### config.mk
export PLATFORM = sky130hd
export DESIGN_NAME = scan_port
export DESIGN_NICKNAME = d
export VERILOG_FILES = /design/src/rtl/scan_port_pkg.sv /design/src/rtl/scan_port.sv
export SDC_FILE = /design/constraint.sdc
export NUM_CORES = 1
export LEC_CHECK = 0
export ABC_AREA = 1
export BUFFER_PORTS_ARGS = -buffer_cell sky130_fd_sc_hd__clkbuf_2
export CELL_PAD_IN_SITES_DETAIL_PLACEMENT = 0
export CELL_PAD_IN_SITES_GLOBAL_PLACEMENT = 1
export CORE_MARGIN = 3
export CORE_UTILIZATION = 37
export CTS_CLUSTER_SIZE = 40
export DETAILED_ROUTE_END_ITERATION = 12
export GPL_TIMING_DRIVEN = 0
export PLACE_DENSITY_LB_ADDON = 0.1
export REMOVE_ABC_BUFFERS = 1
export SYNTH_ARGS = -nofsm -noshare
export SYNTH_HDL_FRONTEND = slang
export SYNTH_SLANG_ARGS = --single-unit
### constraint.sdc
create_clock -name sys_clk -period 2.45 [get_ports sys_clk]
set_clock_uncertainty 0.2 [all_clocks]
set_input_delay 0.1225 -clock sys_clk [delete_from_list [all_inputs] [get_ports sys_clk]]
set_output_delay 0.1225 -clock sys_clk [all_outputs]
set_load 0.02 [all_outputs]
### src/rtl/scan_port_pkg.sv
// Constants and types shared by the boundary-scan test port.
package scan_port_pkg;

  // Register lengths.
  localparam int IR_WIDTH    = 8;
  localparam int CHAIN_WIDTH = 18;
  localparam int SEL_WIDTH   = 2;

  // Values loaded at reset, at instruction capture and at bypass capture.
  localparam logic [7:0] IR_RESET_VALUE   = 8'h7F;
  localparam logic [7:0] IR_CAPTURE_VALUE = 8'h81;
  localparam logic [1:0] SEL_RESET_VALUE  = 2'h2;
  localparam logic       BYPASS_CAPTURE   = 1'b0;

  // Instruction codes on bits 6 to 0; bit 7 is ignored.
  localparam logic [6:0] OP_EXTEST  = 7'h00;
  localparam logic [6:0] OP_SAMPLE  = 7'h02;
  localparam logic [6:0] OP_INTEST  = 7'h03;
  localparam logic [6:0] OP_HIGHZ   = 7'h06;
  localparam logic [6:0] OP_CLAMP   = 7'h07;
  localparam logic [6:0] OP_RUNT    = 7'h09;
  localparam logic [6:0] OP_SCANSEL = 7'h0A;

  // Test-clock cycles with mode-select high that force reset.
  localparam int TMS_RESET_CYCLES = 5;

  // Data register chosen by the current instruction.
  typedef enum logic [1:0] {
    DR_BYPASS = 2'h0,
    DR_CHAIN  = 2'h1,
    DR_SELECT = 2'h2
  } dr_sel_type;

  // Controller states, one-hot.
  typedef enum logic [15:0] {
    ST_RESET  = 16'h0001,
    ST_IDLE   = 16'h0002,
    ST_SEL_DR = 16'h0004,
    ST_CAP_DR = 16'h0008,
    ST_SH_DR  = 16'h0010,
    ST_EX1_DR = 16'h0020,
    ST_PA_DR  = 16'h0040,
    ST_EX2_DR = 16'h0080,
    ST_UP_DR  = 16'h0100,
    ST_SEL_IR = 16'h0200,
    ST_CAP_IR = 16'h0400,
    ST_SH_IR  = 16'h0800,
    ST_EX1_IR = 16'h1000,
    ST_PA_IR  = 16'h2000,
    ST_EX2_IR = 16'h4000,
    ST_UP_IR  = 16'h8000
  } tap_state_type;

endpackage : scan_port_pkg

### src/rtl/scan_port.sv
// Boundary-scan test access port sampled on the system clock.
//
// Behaviour
// - State advances only on test-clock rise.
// - Sample on rise, drive output on fall.
// - Sixteen states, six stable, ten transient.
// - Eight-bit instruction, 18, 2, 1-bit data.
// - Reset state keeps test logic disabled.
// - Five high mode-select cycles reach reset.
// - Reset loads instruction with bypass ones.
// - Reset loads operation select with 10.
// - Operations run only while idle.
// - Scan selection states left next cycle.
// - Chain, bypass capture on exiting edge; select holds.
// - Output enables driving lsb in shift.
// - Shift each rise, including exiting edge.
// - Output released on fall in first exit state.
// - Second exit returns to shift; pause holds.
// - Data shadow updates on update fall.
// - Instruction capture loads 10000001.
// - Instruction shift enables lsb, same timing.
// - New instruction takes effect on fall.
// - Shadow stage everywhere except bypass.
// - Shift moves serial data; update copies.
// - Only one register in serial path.
// - Bypass captures zero when selected.
// - Top bit ignored; unknown means bypass.
`timescale 1ns/100ps

module scan_port #(
  parameter int CHAIN_W = scan_port_pkg::CHAIN_WIDTH
) (
  input  wire logic               sys_clk,
  input  wire logic               reset_n,
  input  wire logic               tck,
  input  wire logic               tms,
  input  wire logic               tdi,
  output logic                    tdo_out,
  output logic                    tdo_oe,
  input  wire logic [CHAIN_W-1:0] pin_capture,
  output logic      [CHAIN_W-1:0] chain_out,
  output logic                    test_mode,
  output logic                    highz_mode,
  output logic                    clamp_mode,
  output logic      [1:0]         operation_select,
  output logic                    run_op,
  output logic                    word_valid,
  input  wire logic               word_ready,
  output logic      [CHAIN_W-1:0] word_data,
  output logic                    word_lost
);

  // All state of the port in one record.
  typedef struct packed {
    logic [2:0]                  tck_s;   // Clock pin synchroniser and prior level.
    logic [1:0]                  tms_s;   // Mode-select synchroniser.
    logic [1:0]                  tdi_s;   // Data-in synchroniser.
    scan_port_pkg::tap_state_type st;     // Controller state.
    logic [7:0]                  ir_sh;   // Instruction shift stage.
    logic [7:0]                  ir;      // Current instruction.
    logic [CHAIN_W-1:0]          ch_sh;   // Boundary chain shift stage.
    logic [CHAIN_W-1:0]          ch;      // Boundary chain shadow.
    logic [1:0]                  sel_sh;  // Operation select shift stage.
    logic [1:0]                  sel;     // Operation select shadow.
    logic                        byp;     // Bypass bit, no shadow.
    logic                        tdo;     // Serial output level.
    logic                        oe;      // Serial output enable.
    logic                        tmode;   // Test mode decoded.
    logic                        hiz;     // Outputs forced high impedance.
    logic                        clamp;   // Outputs clamped.
    logic                        run;     // Selected operation running.
    logic [CHAIN_W-1:0]          hd;      // Buffer head word.
    logic [CHAIN_W-1:0]          tl;      // Buffer spare word.
    logic                        hv;      // Head holds a word.
    logic                        tv;      // Spare holds a word.
    logic                        lost;    // A word found both entries full.
  } core_type;

  core_type q;  // Registered state.
  core_type c;  // Next state.

  // Synchronised pin views and test-clock edges.
  logic tck_rise;
  logic tck_fall;
  logic tms_v;
  logic tdi_v;
  scan_port_pkg::dr_sel_type dsel;

  // Maps the current instruction to its data register.
  function automatic scan_port_pkg::dr_sel_type pick_dr(input logic [7:0] op);
    case (op[6:0])
      scan_port_pkg::OP_EXTEST,
      scan_port_pkg::OP_SAMPLE,
      scan_port_pkg::OP_INTEST:  pick_dr = scan_port_pkg::DR_CHAIN;
      scan_port_pkg::OP_SCANSEL: pick_dr = scan_port_pkg::DR_SELECT;
      default:                   pick_dr = scan_port_pkg::DR_BYPASS;
    endcase
  endfunction : pick_dr

  // Edges come from the second and prior flops only.
  assign tck_rise = q.tck_s[1] & ~q.tck_s[2];
  assign tck_fall = ~q.tck_s[1] & q.tck_s[2];
  assign tms_v    = q.tms_s[1];
  assign tdi_v    = q.tdi_s[1];
  assign dsel     = pick_dr(q.ir);

  // Next-state logic for the whole port.
  always_comb
  begin
    c       = q;
    c.tck_s = {q.tck_s[1], q.tck_s[0], tck};
    c.tms_s = {q.tms_s[0], tms};
    c.tdi_s = {q.tdi_s[0], tdi};

    // Buffer drain: the spare moves up when the head leaves.
    if (q.hv && word_ready)
    begin
      c.hv = q.tv;
      c.hd = q.tl;
      c.tv = 1'b0;
    end

    if (tck_rise)
    begin
      case (q.st)
        scan_port_pkg::ST_RESET:
          c.st = tms_v ? scan_port_pkg::ST_RESET : scan_port_pkg::ST_IDLE;
        scan_port_pkg::ST_IDLE:
          c.st = tms_v ? scan_port_pkg::ST_SEL_DR : scan_port_pkg::ST_IDLE;
        scan_port_pkg::ST_SEL_DR:
          c.st = tms_v ? scan_port_pkg::ST_SEL_IR : scan_port_pkg::ST_CAP_DR;
        scan_port_pkg::ST_CAP_DR:
          c.st = tms_v ? scan_port_pkg::ST_EX1_DR : scan_port_pkg::ST_SH_DR;
        scan_port_pkg::ST_SH_DR:
          c.st = tms_v ? scan_port_pkg::ST_EX1_DR : scan_port_pkg::ST_SH_DR;
        scan_port_pkg::ST_EX1_DR:
          c.st = tms_v ? scan_port_pkg::ST_UP_DR : scan_port_pkg::ST_PA_DR;
        scan_port_pkg::ST_PA_DR:
          c.st = tms_v ? scan_port_pkg::ST_EX2_DR : scan_port_pkg::ST_PA_DR;
        scan_port_pkg::ST_EX2_DR:
          c.st = tms_v ? scan_port_pkg::ST_UP_DR : scan_port_pkg::ST_SH_DR;
        scan_port_pkg::ST_UP_DR:
          c.st = tms_v ? scan_port_pkg::ST_SEL_DR : scan_port_pkg::ST_IDLE;
        scan_port_pkg::ST_SEL_IR:
          c.st = tms_v ? scan_port_pkg::ST_RESET : scan_port_pkg::ST_CAP_IR;
        scan_port_pkg::ST_CAP_IR:
          c.st = tms_v ? scan_port_pkg::ST_EX1_IR : scan_port_pkg::ST_SH_IR;
        scan_port_pkg::ST_SH_IR:
          c.st = tms_v ? scan_port_pkg::ST_EX1_IR : scan_port_pkg::ST_SH_IR;
        scan_port_pkg::ST_EX1_IR:
          c.st = tms_v ? scan_port_pkg::ST_UP_IR : scan_port_pkg::ST_PA_IR;
        scan_port_pkg::ST_PA_IR:
          c.st = tms_v ? scan_port_pkg::ST_EX2_IR : scan_port_pkg::ST_PA_IR;
        scan_port_pkg::ST_EX2_IR:
          c.st = tms_v ? scan_port_pkg::ST_UP_IR : scan_port_pkg::ST_SH_IR;
        scan_port_pkg::ST_UP_IR:
          c.st = tms_v ? scan_port_pkg::ST_SEL_DR : scan_port_pkg::ST_IDLE;
        default:
          c.st = scan_port_pkg::ST_RESET;
      endcase

      if (q.st == scan_port_pkg::ST_CAP_DR)
      begin
        case (dsel)
          scan_port_pkg::DR_CHAIN:  c.ch_sh = pin_capture;
          scan_port_pkg::DR_BYPASS: c.byp = scan_port_pkg::BYPASS_CAPTURE;
          default:                  c.sel_sh = q.sel_sh;
        endcase
      end

      if (q.st == scan_port_pkg::ST_SH_DR)
      begin
        case (dsel)
          scan_port_pkg::DR_CHAIN:  c.ch_sh = {tdi_v, q.ch_sh[CHAIN_W-1:1]};
          scan_port_pkg::DR_SELECT: c.sel_sh = {tdi_v, q.sel_sh[1]};
          default:                  c.byp = tdi_v;
        endcase
      end

      if (q.st == scan_port_pkg::ST_CAP_IR)
        c.ir_sh = scan_port_pkg::IR_CAPTURE_VALUE;

      if (q.st == scan_port_pkg::ST_SH_IR)
        c.ir_sh = {tdi_v, q.ir_sh[7:1]};
    end

    // Falling edge: outputs and shadow stages change here.
    if (tck_fall)
    begin
      c.oe = (q.st == scan_port_pkg::ST_SH_DR) || (q.st == scan_port_pkg::ST_SH_IR);
      if (q.st == scan_port_pkg::ST_SH_IR)
        c.tdo = q.ir_sh[0];
      else if (dsel == scan_port_pkg::DR_CHAIN)
        c.tdo = q.ch_sh[0];
      else if (dsel == scan_port_pkg::DR_SELECT)
        c.tdo = q.sel_sh[0];
      else
        c.tdo = q.byp;

      if (q.st == scan_port_pkg::ST_UP_DR)
      begin
        if (dsel == scan_port_pkg::DR_CHAIN)
        begin
          c.ch = q.ch_sh;
          // Hand the word on; two entries absorb a stalled receiver.
          if (!c.hv)
          begin
            c.hv = 1'b1;
            c.hd = q.ch_sh;
          end
          else if (!c.tv)
          begin
            c.tv = 1'b1;
            c.tl = q.ch_sh;
          end
          else
            c.lost = 1'b1;
        end
        else if (dsel == scan_port_pkg::DR_SELECT)
          c.sel = q.sel_sh;
      end

      if (q.st == scan_port_pkg::ST_UP_IR)
        c.ir = q.ir_sh;
    end

    if (q.st == scan_port_pkg::ST_RESET)
    begin
      c.ir  = scan_port_pkg::IR_RESET_VALUE;
      c.sel = scan_port_pkg::SEL_RESET_VALUE;
    end

    // Modes decoded from the instruction in force next cycle.
    c.tmode = (c.ir[6:0] == scan_port_pkg::OP_EXTEST) ||
              (c.ir[6:0] == scan_port_pkg::OP_INTEST) ||
              (c.ir[6:0] == scan_port_pkg::OP_HIGHZ)  ||
              (c.ir[6:0] == scan_port_pkg::OP_CLAMP)  ||
              (c.ir[6:0] == scan_port_pkg::OP_RUNT);
    c.hiz   = (c.ir[6:0] == scan_port_pkg::OP_HIGHZ);
    c.clamp = (c.ir[6:0] == scan_port_pkg::OP_CLAMP);
    c.run   = (c.ir[6:0] == scan_port_pkg::OP_RUNT) && (c.st == scan_port_pkg::ST_IDLE);

    // Synchronous reset puts every field at a constant.
    if (!reset_n)
    begin
      c     = '0;
      c.st  = scan_port_pkg::ST_RESET;
      c.ir  = scan_port_pkg::IR_RESET_VALUE;
      c.sel = scan_port_pkg::SEL_RESET_VALUE;
    end
  end

  // Registers the next state on every clock.
  always_ff @(posedge sys_clk)
  begin
    q <= c;
  end

  // Outputs straight from the state record.
  assign tdo_out          = q.tdo;
  assign tdo_oe           = q.oe;
  assign chain_out        = q.ch;
  assign test_mode        = q.tmode;
  assign highz_mode       = q.hiz;
  assign clamp_mode       = q.clamp;
  assign operation_select = q.sel;
  assign run_op           = q.run;
  assign word_valid       = q.hv;
  assign word_data        = q.hd;
  assign word_lost        = q.lost;

  // Counts test-clock rises seen with mode-select high, for checking.
  logic [2:0] tms_hi_cnt;
  always_ff @(posedge sys_clk)
  begin
    if (!reset_n || (tck_rise && !tms_v))
      tms_hi_cnt <= 3'h0;
    else if (tck_rise && tms_hi_cnt != 3'h7)
      tms_hi_cnt <= tms_hi_cnt + 3'h1;
  end
endmodule : scan_port

* After elaboration in Yosys (flattened, before gate mapping)
Index checks and enable logic that the tools add are counted.
** Cells by class
- Equal/unequal tests :: 26
- Muxes and demuxes :: 41
- Bitwise operators :: 7
- Reductions and logical operators :: 23
** Operators with widths (count)
- $pmux 16 s12 :: 1
- $mux 18 :: 8
- $mux 39 :: 3
- $eq 16x2->1 const B :: 2
- $mux 16 :: 2
- $mux 24 :: 1
- $mux 8 :: 3
- $eq 7x2->1 const B :: 3
- $mux 7 :: 3
- $mux 9 :: 2
- $eq 16x1->1 const B :: 1
- $eq 16x10->1 const B :: 1
- $eq 16x11->1 const B :: 1
- $eq 16x12->1 const B :: 1
- $eq 16x13->1 const B :: 1
- $eq 16x14->1 const B :: 1
- $eq 16x15->1 const B :: 1
- $eq 16x16->1 const B :: 1
- $eq 16x3->1 const B :: 1
- $eq 16x4->1 const B :: 1
- $eq 16x5->1 const B :: 1
- $eq 16x6->1 const B :: 1
- $eq 16x7->1 const B :: 1
- $eq 16x8->1 const B :: 1
- other kinds (27) :: 55
** Word-level totals
- Register bits after elaboration :: 124
- Input port bits :: 24
- Output and inout bits :: 46
- Word-level logic and storage cells :: 119

* Logic depth before layout (Yosys ltp)
Gate-level depths: netlist (run 1).
- Word-level depth :: 9
- Depth in mapped cells :: 14
- Mapped depth without buffers :: 14

* Worst setup path before layout (run 1)
OpenSTA, ideal clock, no wires.
- Path kind :: reg-to-reg
- Start point :: register q[90] in the netlist's numbering
- End point :: register q[72] in the netlist's numbering
- Setup time :: 0.132 ns
- Arrival time :: 1.673 ns
- Required time :: 2.118 ns
- Slack :: 0.445 ns
- Stages on the path, launching flop included :: 12
- Path buffers :: 1
- Period minus slack after synthesis :: 2.005 ns
- Path through :: dfxtp_1 > nor3_1 > and3_1 > inv_1 > ha_1 > inv_1 > nor2_4 > buf_4 > nand2_1 > o21ai_0 > o21ai_0 > a21oi_1
** Between the ends
- Longest elaborated chain between the ends :: 8
- Elaborated cells on any way between the ends :: 11
- Classes of those cells :: eq/ne: 4; mux: 5; reduce/logical: 2
** RTL lines
- from (decl) :: line scan_port.sv:79 : core_type q;
- from (signal assigned) :: line scan_port.sv:256 : q <= c;
- $eq 7x2->1 / $logic_not 7->1 (equally long branches) :: line scan_port.sv:91 : case (op[6:0])
- $reduce_or 3->1 :: line scan_port.sv:91
- $pmux 2 s2 (*) :: line scan_port.sv:91
- $eq 2x1->1 (*) :: line scan_port.sv:164, scan_port.sv:173
- $mux 18 :: line scan_port.sv:164 : case (dsel)
- $mux 18 :: line scan_port.sv:162 : if (q.st == scan_port_pkg::ST_CAP_DR)
- $mux 18 :: line scan_port.sv:173 : case (dsel)
- $mux 18 (*) :: line scan_port.sv:171 : if (q.st == scan_port_pkg::ST_SH_DR)
Mark *: on every way between the ends. The rest lies on a longest branch, timed or not.
A chain may end at the register's enable or synchronous reset.

* Worst setup path in the final report (run 1)
- Start point :: register q[102] in the netlist's numbering
- End point :: register q, in the netlist word_data[6]
** Between the ends
- Longest elaborated chain between the ends :: 3
** RTL lines
- $eq 16x9->1 :: line scan_port.sv:200 : if (q.st == scan_port_pkg::ST_UP_DR)
- $mux 39 :: line scan_port.sv:200
- $mux 39 :: line scan_port.sv:188 : if (tck_fall)
Every way passes these cells.

==> results of run 1 <==
-- registers in the layout, indices dropped and copies added, names as in the netlist, 2 cells and up --
| name | cells |
|---|---|
| operation_select | 2 |
| word_data | 18 |
| q | 78 |
| chain_out | 18 |
-- timing repair --
item / 4_1_cts / 5_1_grt
gates resized for setup: 10 / 12
cloned: 5 / 0
setup buffers: 8 / 9
endpoints found under the hold margin: 22 / 0
setup endpoints to repair: 80 / 62
pin swaps: 6 / 4
hold buffers: 22 / 0
-- worst max path at each step --
stage	start	slack (ps)	cells past startpoint	to
2_1_floorplan	q[102]	-1	13	q[13]
3_3_place_gp	reset_n	-1110	5	operation_select[0]
3_5_place_dp	q[124]	-810	8	q[16]
4_1_cts	q[90]	-60	8	q[75]
5_1_grt	q[90]	-20	10	q[75]
6_report	q[102]	150	10	word_data[6]
-- cells in the mapped netlist, drive strengths merged --
| cell type | n | area [um^2] |
|---|---|---|
| a211oi | 2 | 15.0 |
| a21oi | 106 | 576 |
| a22o | 1 | 8.76 |
| a22oi | 4 | 30.0 |
| a31oi | 4 | 25.0 |
| and3 | 3 | 18.8 |
| buf | 56 | 402 |
| clkbuf | 21 | 80.1 |
| dfxtp | 124 | 2480 |
| ha | 3 | 37.5 |
| inv | 90 | 338 |
| mux2 | 18 | 203 |
| nand2 | 124 | 483 |
| nand3 | 23 | 148 |
| nand4 | 12 | 75.1 |
| nor2 | 79 | 368 |
| nor3 | 8 | 55.1 |
| o211ai | 4 | 30.0 |
| o21ai | 105 | 526 |
| o22ai | 4 | 25.0 |
-- worst max-delay path: stages (launching register included) --
cell	delay (ps)
dfxtp_1	360
nor2_4	160
nand2_2	110
nor2_4	140
nand2_2	80
inv_2	60
nand2_2	70
inv_2	90
nand3_4	180
nor2_4	550
a21oi_1	150
-- per-layer routing --
layer	part of all wire (%)	vias to the layer above	global-route usage, %
met5	0	-	0
met1	45	2525	23.4
li1	-	2684	-
met4	1.0	0	5.20
met3	4.9	15	6.08
met2	49	117	32.8
-- kinds of logic after synthesis --
logic type	synth area share, %
AOI/OAI and AO/OA	20.8
buffers and inverters	13.8
adders and majority gates	0.634
DFF	41.9
muxes	3.42
and+or+nand+nor	19.4
-- power by group --
group | total (uW) | leakage, uW | switching [uW] | internal (uW)
Sequential | 2030 | 0.00100 | 5.67 | 2020
Combinational | 155 | 0.00177 | 93.5 | 61.1
Clock | 2800 | 0.000312 | 933 | 1870
Total | 4990 | 0.00308 | 1030 | 3950
-- layout make-up --
type | count | area [um^2]
Sequential cell | 124 | 2480
Timing Repair inverter | 1 | 8.76
Tap cell | 211 | 264
Inverter | 90 | 358
Clock buffer | 23 | 468
Multi-Input combinational cell | 504 | 2720
Clock inverter | 9 | 184
Fill cell | 1580 | 8150
Timing Repair Buffer | 108 | 796
-- stage by stage --
| step | instances | utilization [%] | total power [uW] |
|---|---|---|---|
| 2_1_floorplan | 714 | - | 2130 |
| 3_3_place_gp | 994 | 39.2 | 2190 |
| 3_5_place_dp | 994 | 39.3 | 2190 |
| 4_1_cts | 1061 | 46.2 | 5030 |
| 5_1_grt | 1070 | 47.2 | 5150 |
| 6_report | 1070 | 47.2 | 4990 |
==> metrics, run 1 <==
initial antenna violation count=0; VDD IR max=a little under 0.5 mV; capture point of the worst reg-to-reg path=word_data[6]; effective utilization at floorplan=38.4%; worst hold path cell count=2; crit path launch type=register; Lkg Pwr=slightly above 0.003 uW; synthesized area=between 5000 and 6000 um^2; number of detailed-route iterations in the first pass=5; n_diodes=0; Syn Inst Count=between 700 and 800; hold endpoint=q[119]; boundary pin count=70; GPL Wtd Cong=slightly above 0.8; most frequent cells in the layout=dfxtp_1, nand2_1, a21oi_1; RR Startpoint=q[102]; layout cells sized above 1=roughly 22%; Seq/Total Area, Yosys=41.9%; first-pass GRT wire length=around 27 mm; pwr/cell area=between 600 and 700 nW/um^2; crit path max fanout=18; Synth Register Bits=124; hold slack=between 200 and 250 ps; Clock Latency Late Sink=~420 ps; Slew @ Worst Pin=834 ps; CTS Sinks=124; final worst slack=between 150 and 200 ps; Clock transition at path regs=about 60 ps; Required @ worst endpoint=roughly 2500 ps; H-tree depth=4; DR iter-0 viols=301; Worst R2R Path Depth=10; Die Y=between 100 and 150 um; max cap viols=0; core area=between 15000 and 20000 um^2; Sum Neg Setup Slack=0 ps; worst relative slew slack=between 40% and 50%; fin crit period=2300 ps; # setup viols final=0; design area=7280 um^2; largest net degree at the start of global routing=between 80 and 90; via count=5341; reg-to-reg slack, setup=between 150 and 200 ps; die area=17600 um^2; placement-stage cell area=6060 um^2; total track usage=19.2%; final hold vios=0; DPL Wire Length=approximately 9.5 mm; Worst setup EP type=register; status=finished, final reports clean; routed vias/inst=approximately 5.0; crit path DAT=around 2400 ps; fmax=roughly 0.44 GHz; pre-CTS setup slack=-810 ps; synthesis warning total=0; Die X=between 100 and 150 um; Port Buffers=69; final wirelength=roughly 17 mm; Max Slew Vio Count=0; post-route clock period utilization=a little over nine tenths; Distinct cells, synth=35; # DRC=0; CTS tree=yes; area delta synth->final=22.9%; Setup CP Type=register to register; Post-DRT Antenna Nets=0; Syn Area/Cell=approximately 7.5 um^2; Nets=873; maximum buffer depth of the clock tree=2; number of global-route vias before repair=roughly 5300; Min-Delay Path Class=register to register; Hold Crit Start=q[118]; WL/cell=roughly 16 um; CTS root buf=clkbuf_16; total CTS buffers=17; most common cell after layout, fill and taps aside=dfxtp_1; grt ovf=0; Cell Rows=45
No activity file was read; power rests on OpenSTA's default activity.
==> run 2, diff against run 1 <==
Clock period 2.45 ns to 2.2 ns, I/O delays scaled along.
==> run 2 against run 1 <==
Via count rose by 4.2%. Core utilization rose by 3.8 points. Design area rose by 8.1%. Clock power rose by 12%. Final cell count rose by 2.7%. Routed wire length rose by 8.1%. Combinational power rose by 23%. Critical path type unchanged. Largest cell class unchanged.
==> metrics, run 2 (same netlist as run 1, synthesis figures left out) <==
Post-Route Utilization=just over 50%; Port Buffers=about 70; crit path max fanout=7; total track usage=20.0%; Max Slew Vio Count=0; Fillers=between 1500 and 2000; Cell Rows=45; sw power=around 1200 uW; CP max stage delay=roughly 340 ps; RSZ-0062 raised after global routing=yes; # setup viols final=0; Lkg Pwr=roughly 0.0033 uW; worst relative slew slack=between 40% and 50%; met1 Resource Use GR=between 20% and 30%; maximum buffer depth of the clock tree=2; Comb pwr share=around 3.4%; boundary pin count=70; Sum Neg Setup Slack=0 ps; most frequent cells in the layout=dfxtp_1, nand2_1, a21oi_1; core area=around 15000 um^2; CP Cell Sequence=nor2_2 -> nand2_2 -> nor2_4 -> nand2_2 -> inv_2 -> nand2_4 -> inv_4 -> nand3_4 -> inv_12 -> nand2_8 -> nor2_8 -> buf_12 -> o21ai_2 -> a21oi_2; GRT met2 Usage=34.7%; Slew @ Worst Pin=874 ps; post-route clock period utilization=between 90% and 100%; max cap viols=0; Post-DRT Antenna Nets=0; GPL Wtd Cong=0.814; final hold vios=0; total CTS buffers=17; met3 global-route usage=5.55%; CTS root buf=clkbuf_16; Setup CP Type=register to register; Clk pwr share=56.1%; Required @ worst endpoint=~2400 ps; routed vias/inst=between 5 and 6; area of the multi-input gates=a little under 3000 um^2; sequential cell area=between 2000 and 2500 um^2; switching share of power=a little over a fifth; Die Y=roughly 130 um; via count=between 5000 and 6000; Die X=roughly 130 um; Flop pwr share=40.5%; Slowest cell on crit path=dfxtp_2; gr busiest metal=met2; status=finished, final reports clean; max FFs per register=around 80; die area=17600 um^2; crit path launch type=register; most flop-heavy register=q; largest net degree at the start of global routing=81; CTS tree=yes; Min-Delay Path Class=input port to register; Nets=~900; WL/cell=16.4 um; pwr/cell area=roughly 700 nW/um^2; n_diodes=0; final wirelength=about 18 mm; number of detailed-route iterations in the first pass=5; H-tree depth=4; effective utilization at floorplan=about two fifths; pre-CTS setup slack=-1060 ps; initial antenna violation count=1; Worst setup EP type=register; DR iter-0 viols=313; Clock transition at path regs=around 60 ps; layout cells sized above 1=between 30% and 40%; most common cell after layout, fill and taps aside=dfxtp_1; Worst path most repeated cell=nand2_2; Clock Latency Late Sink=420 ps; fmax=approximately 0.46 GHz; DPL Wire Length=between 9 and 10 mm; CTS Sinks=about 120; internal power consumption=4410 uW; area delta synth->final=32.8%; first-pass GRT wire length=28.0 mm; number of global-route vias before repair=5484; VDD IR max=0.583 mV; # DRC=0; crit path DAT=approximately 2300 ps; fin crit period=2170 ps; final worst slack=approximately 33 ps; grt ovf=0
run 2: changes by cell type in the layout (fill, tap and decap cells not counted), moves of 12 or more:
cell / previous run / this run
buf_4: 9 / 21
buf_6: 0 / 12
o21ai_0: 82 / 54
o21ai_1: 23 / 39
o21ai_2: 0 / 12
run 2: what timing repair did:
item                                    in CTS  in global routing
endpoints found under the setup margin     108                 84
pin swaps                                   15                 35
cloned                                       7                  3
hold buffers                                22                  0
endpoints found under the hold margin       22                  0
setup buffers                               31                 11
resized for setup                           32                 99
run 2: routing by layer:
layer  vias up  wire length [um]
li1       2755                 -
met1      2637              7840
met2       136              8840
met3        36               931
met4         2               401
met5         -                18
run 2: worst max-delay path, delay by kind of cell (launching register included):
kind | cells | cell delay, ps
AND/OR/NAND/NOR | 8 | 880
buffers and inverters | 4 | 410
flip-flops | 1 | 340
AO/OA/AOI/OAI | 2 | 250
run 2: power by group through the flow:
stage	sequential [uW]	clock, uW	combinational, uW
5_1_grt	2260	3280	207
2_1_floorplan	2310	0	63.8
3_3_place_gp	2310	0	135
4_1_cts	2260	3180	178
3_5_place_dp	2310	0	135
6_report	2260	3130	190
run 2: final timing paths:
check	slack, ps	to	from	cells after the start
max	30	q[19]	q[108]	14
min	90	q[86]	reset_n	2
max reg2reg	30	q[19]	q[108]	14
min reg2reg	210	q[123]	q[122]	2
run 2: layout make-up:
type	count	share of cell area [%]
Tap cell	211	3.36
Clock inverter	9	2.34
Inverter	90	4.58
Timing Repair inverter	1	0.143
Sequential cell	124	31.7
Multi-Input combinational cell	505	37.6
Timing Repair Buffer	136	14.4
Clock buffer	23	5.95
run 2: metrics by stage:
step | instance area (um^2) | cells | total power [uW] | hold WS (ps)
6_report | 7870 | 1099 | 5580 | 90.0
5_1_grt | 7870 | 1099 | 5750 | 108
4_1_cts | 7440 | 1086 | 5620 | 204
2_1_floorplan | 5440 | 714 | 2370 | -21.3
3_3_place_gp | 6050 | 994 | 2440 | 102
3_5_place_dp | 6060 | 994 | 2440 | 107
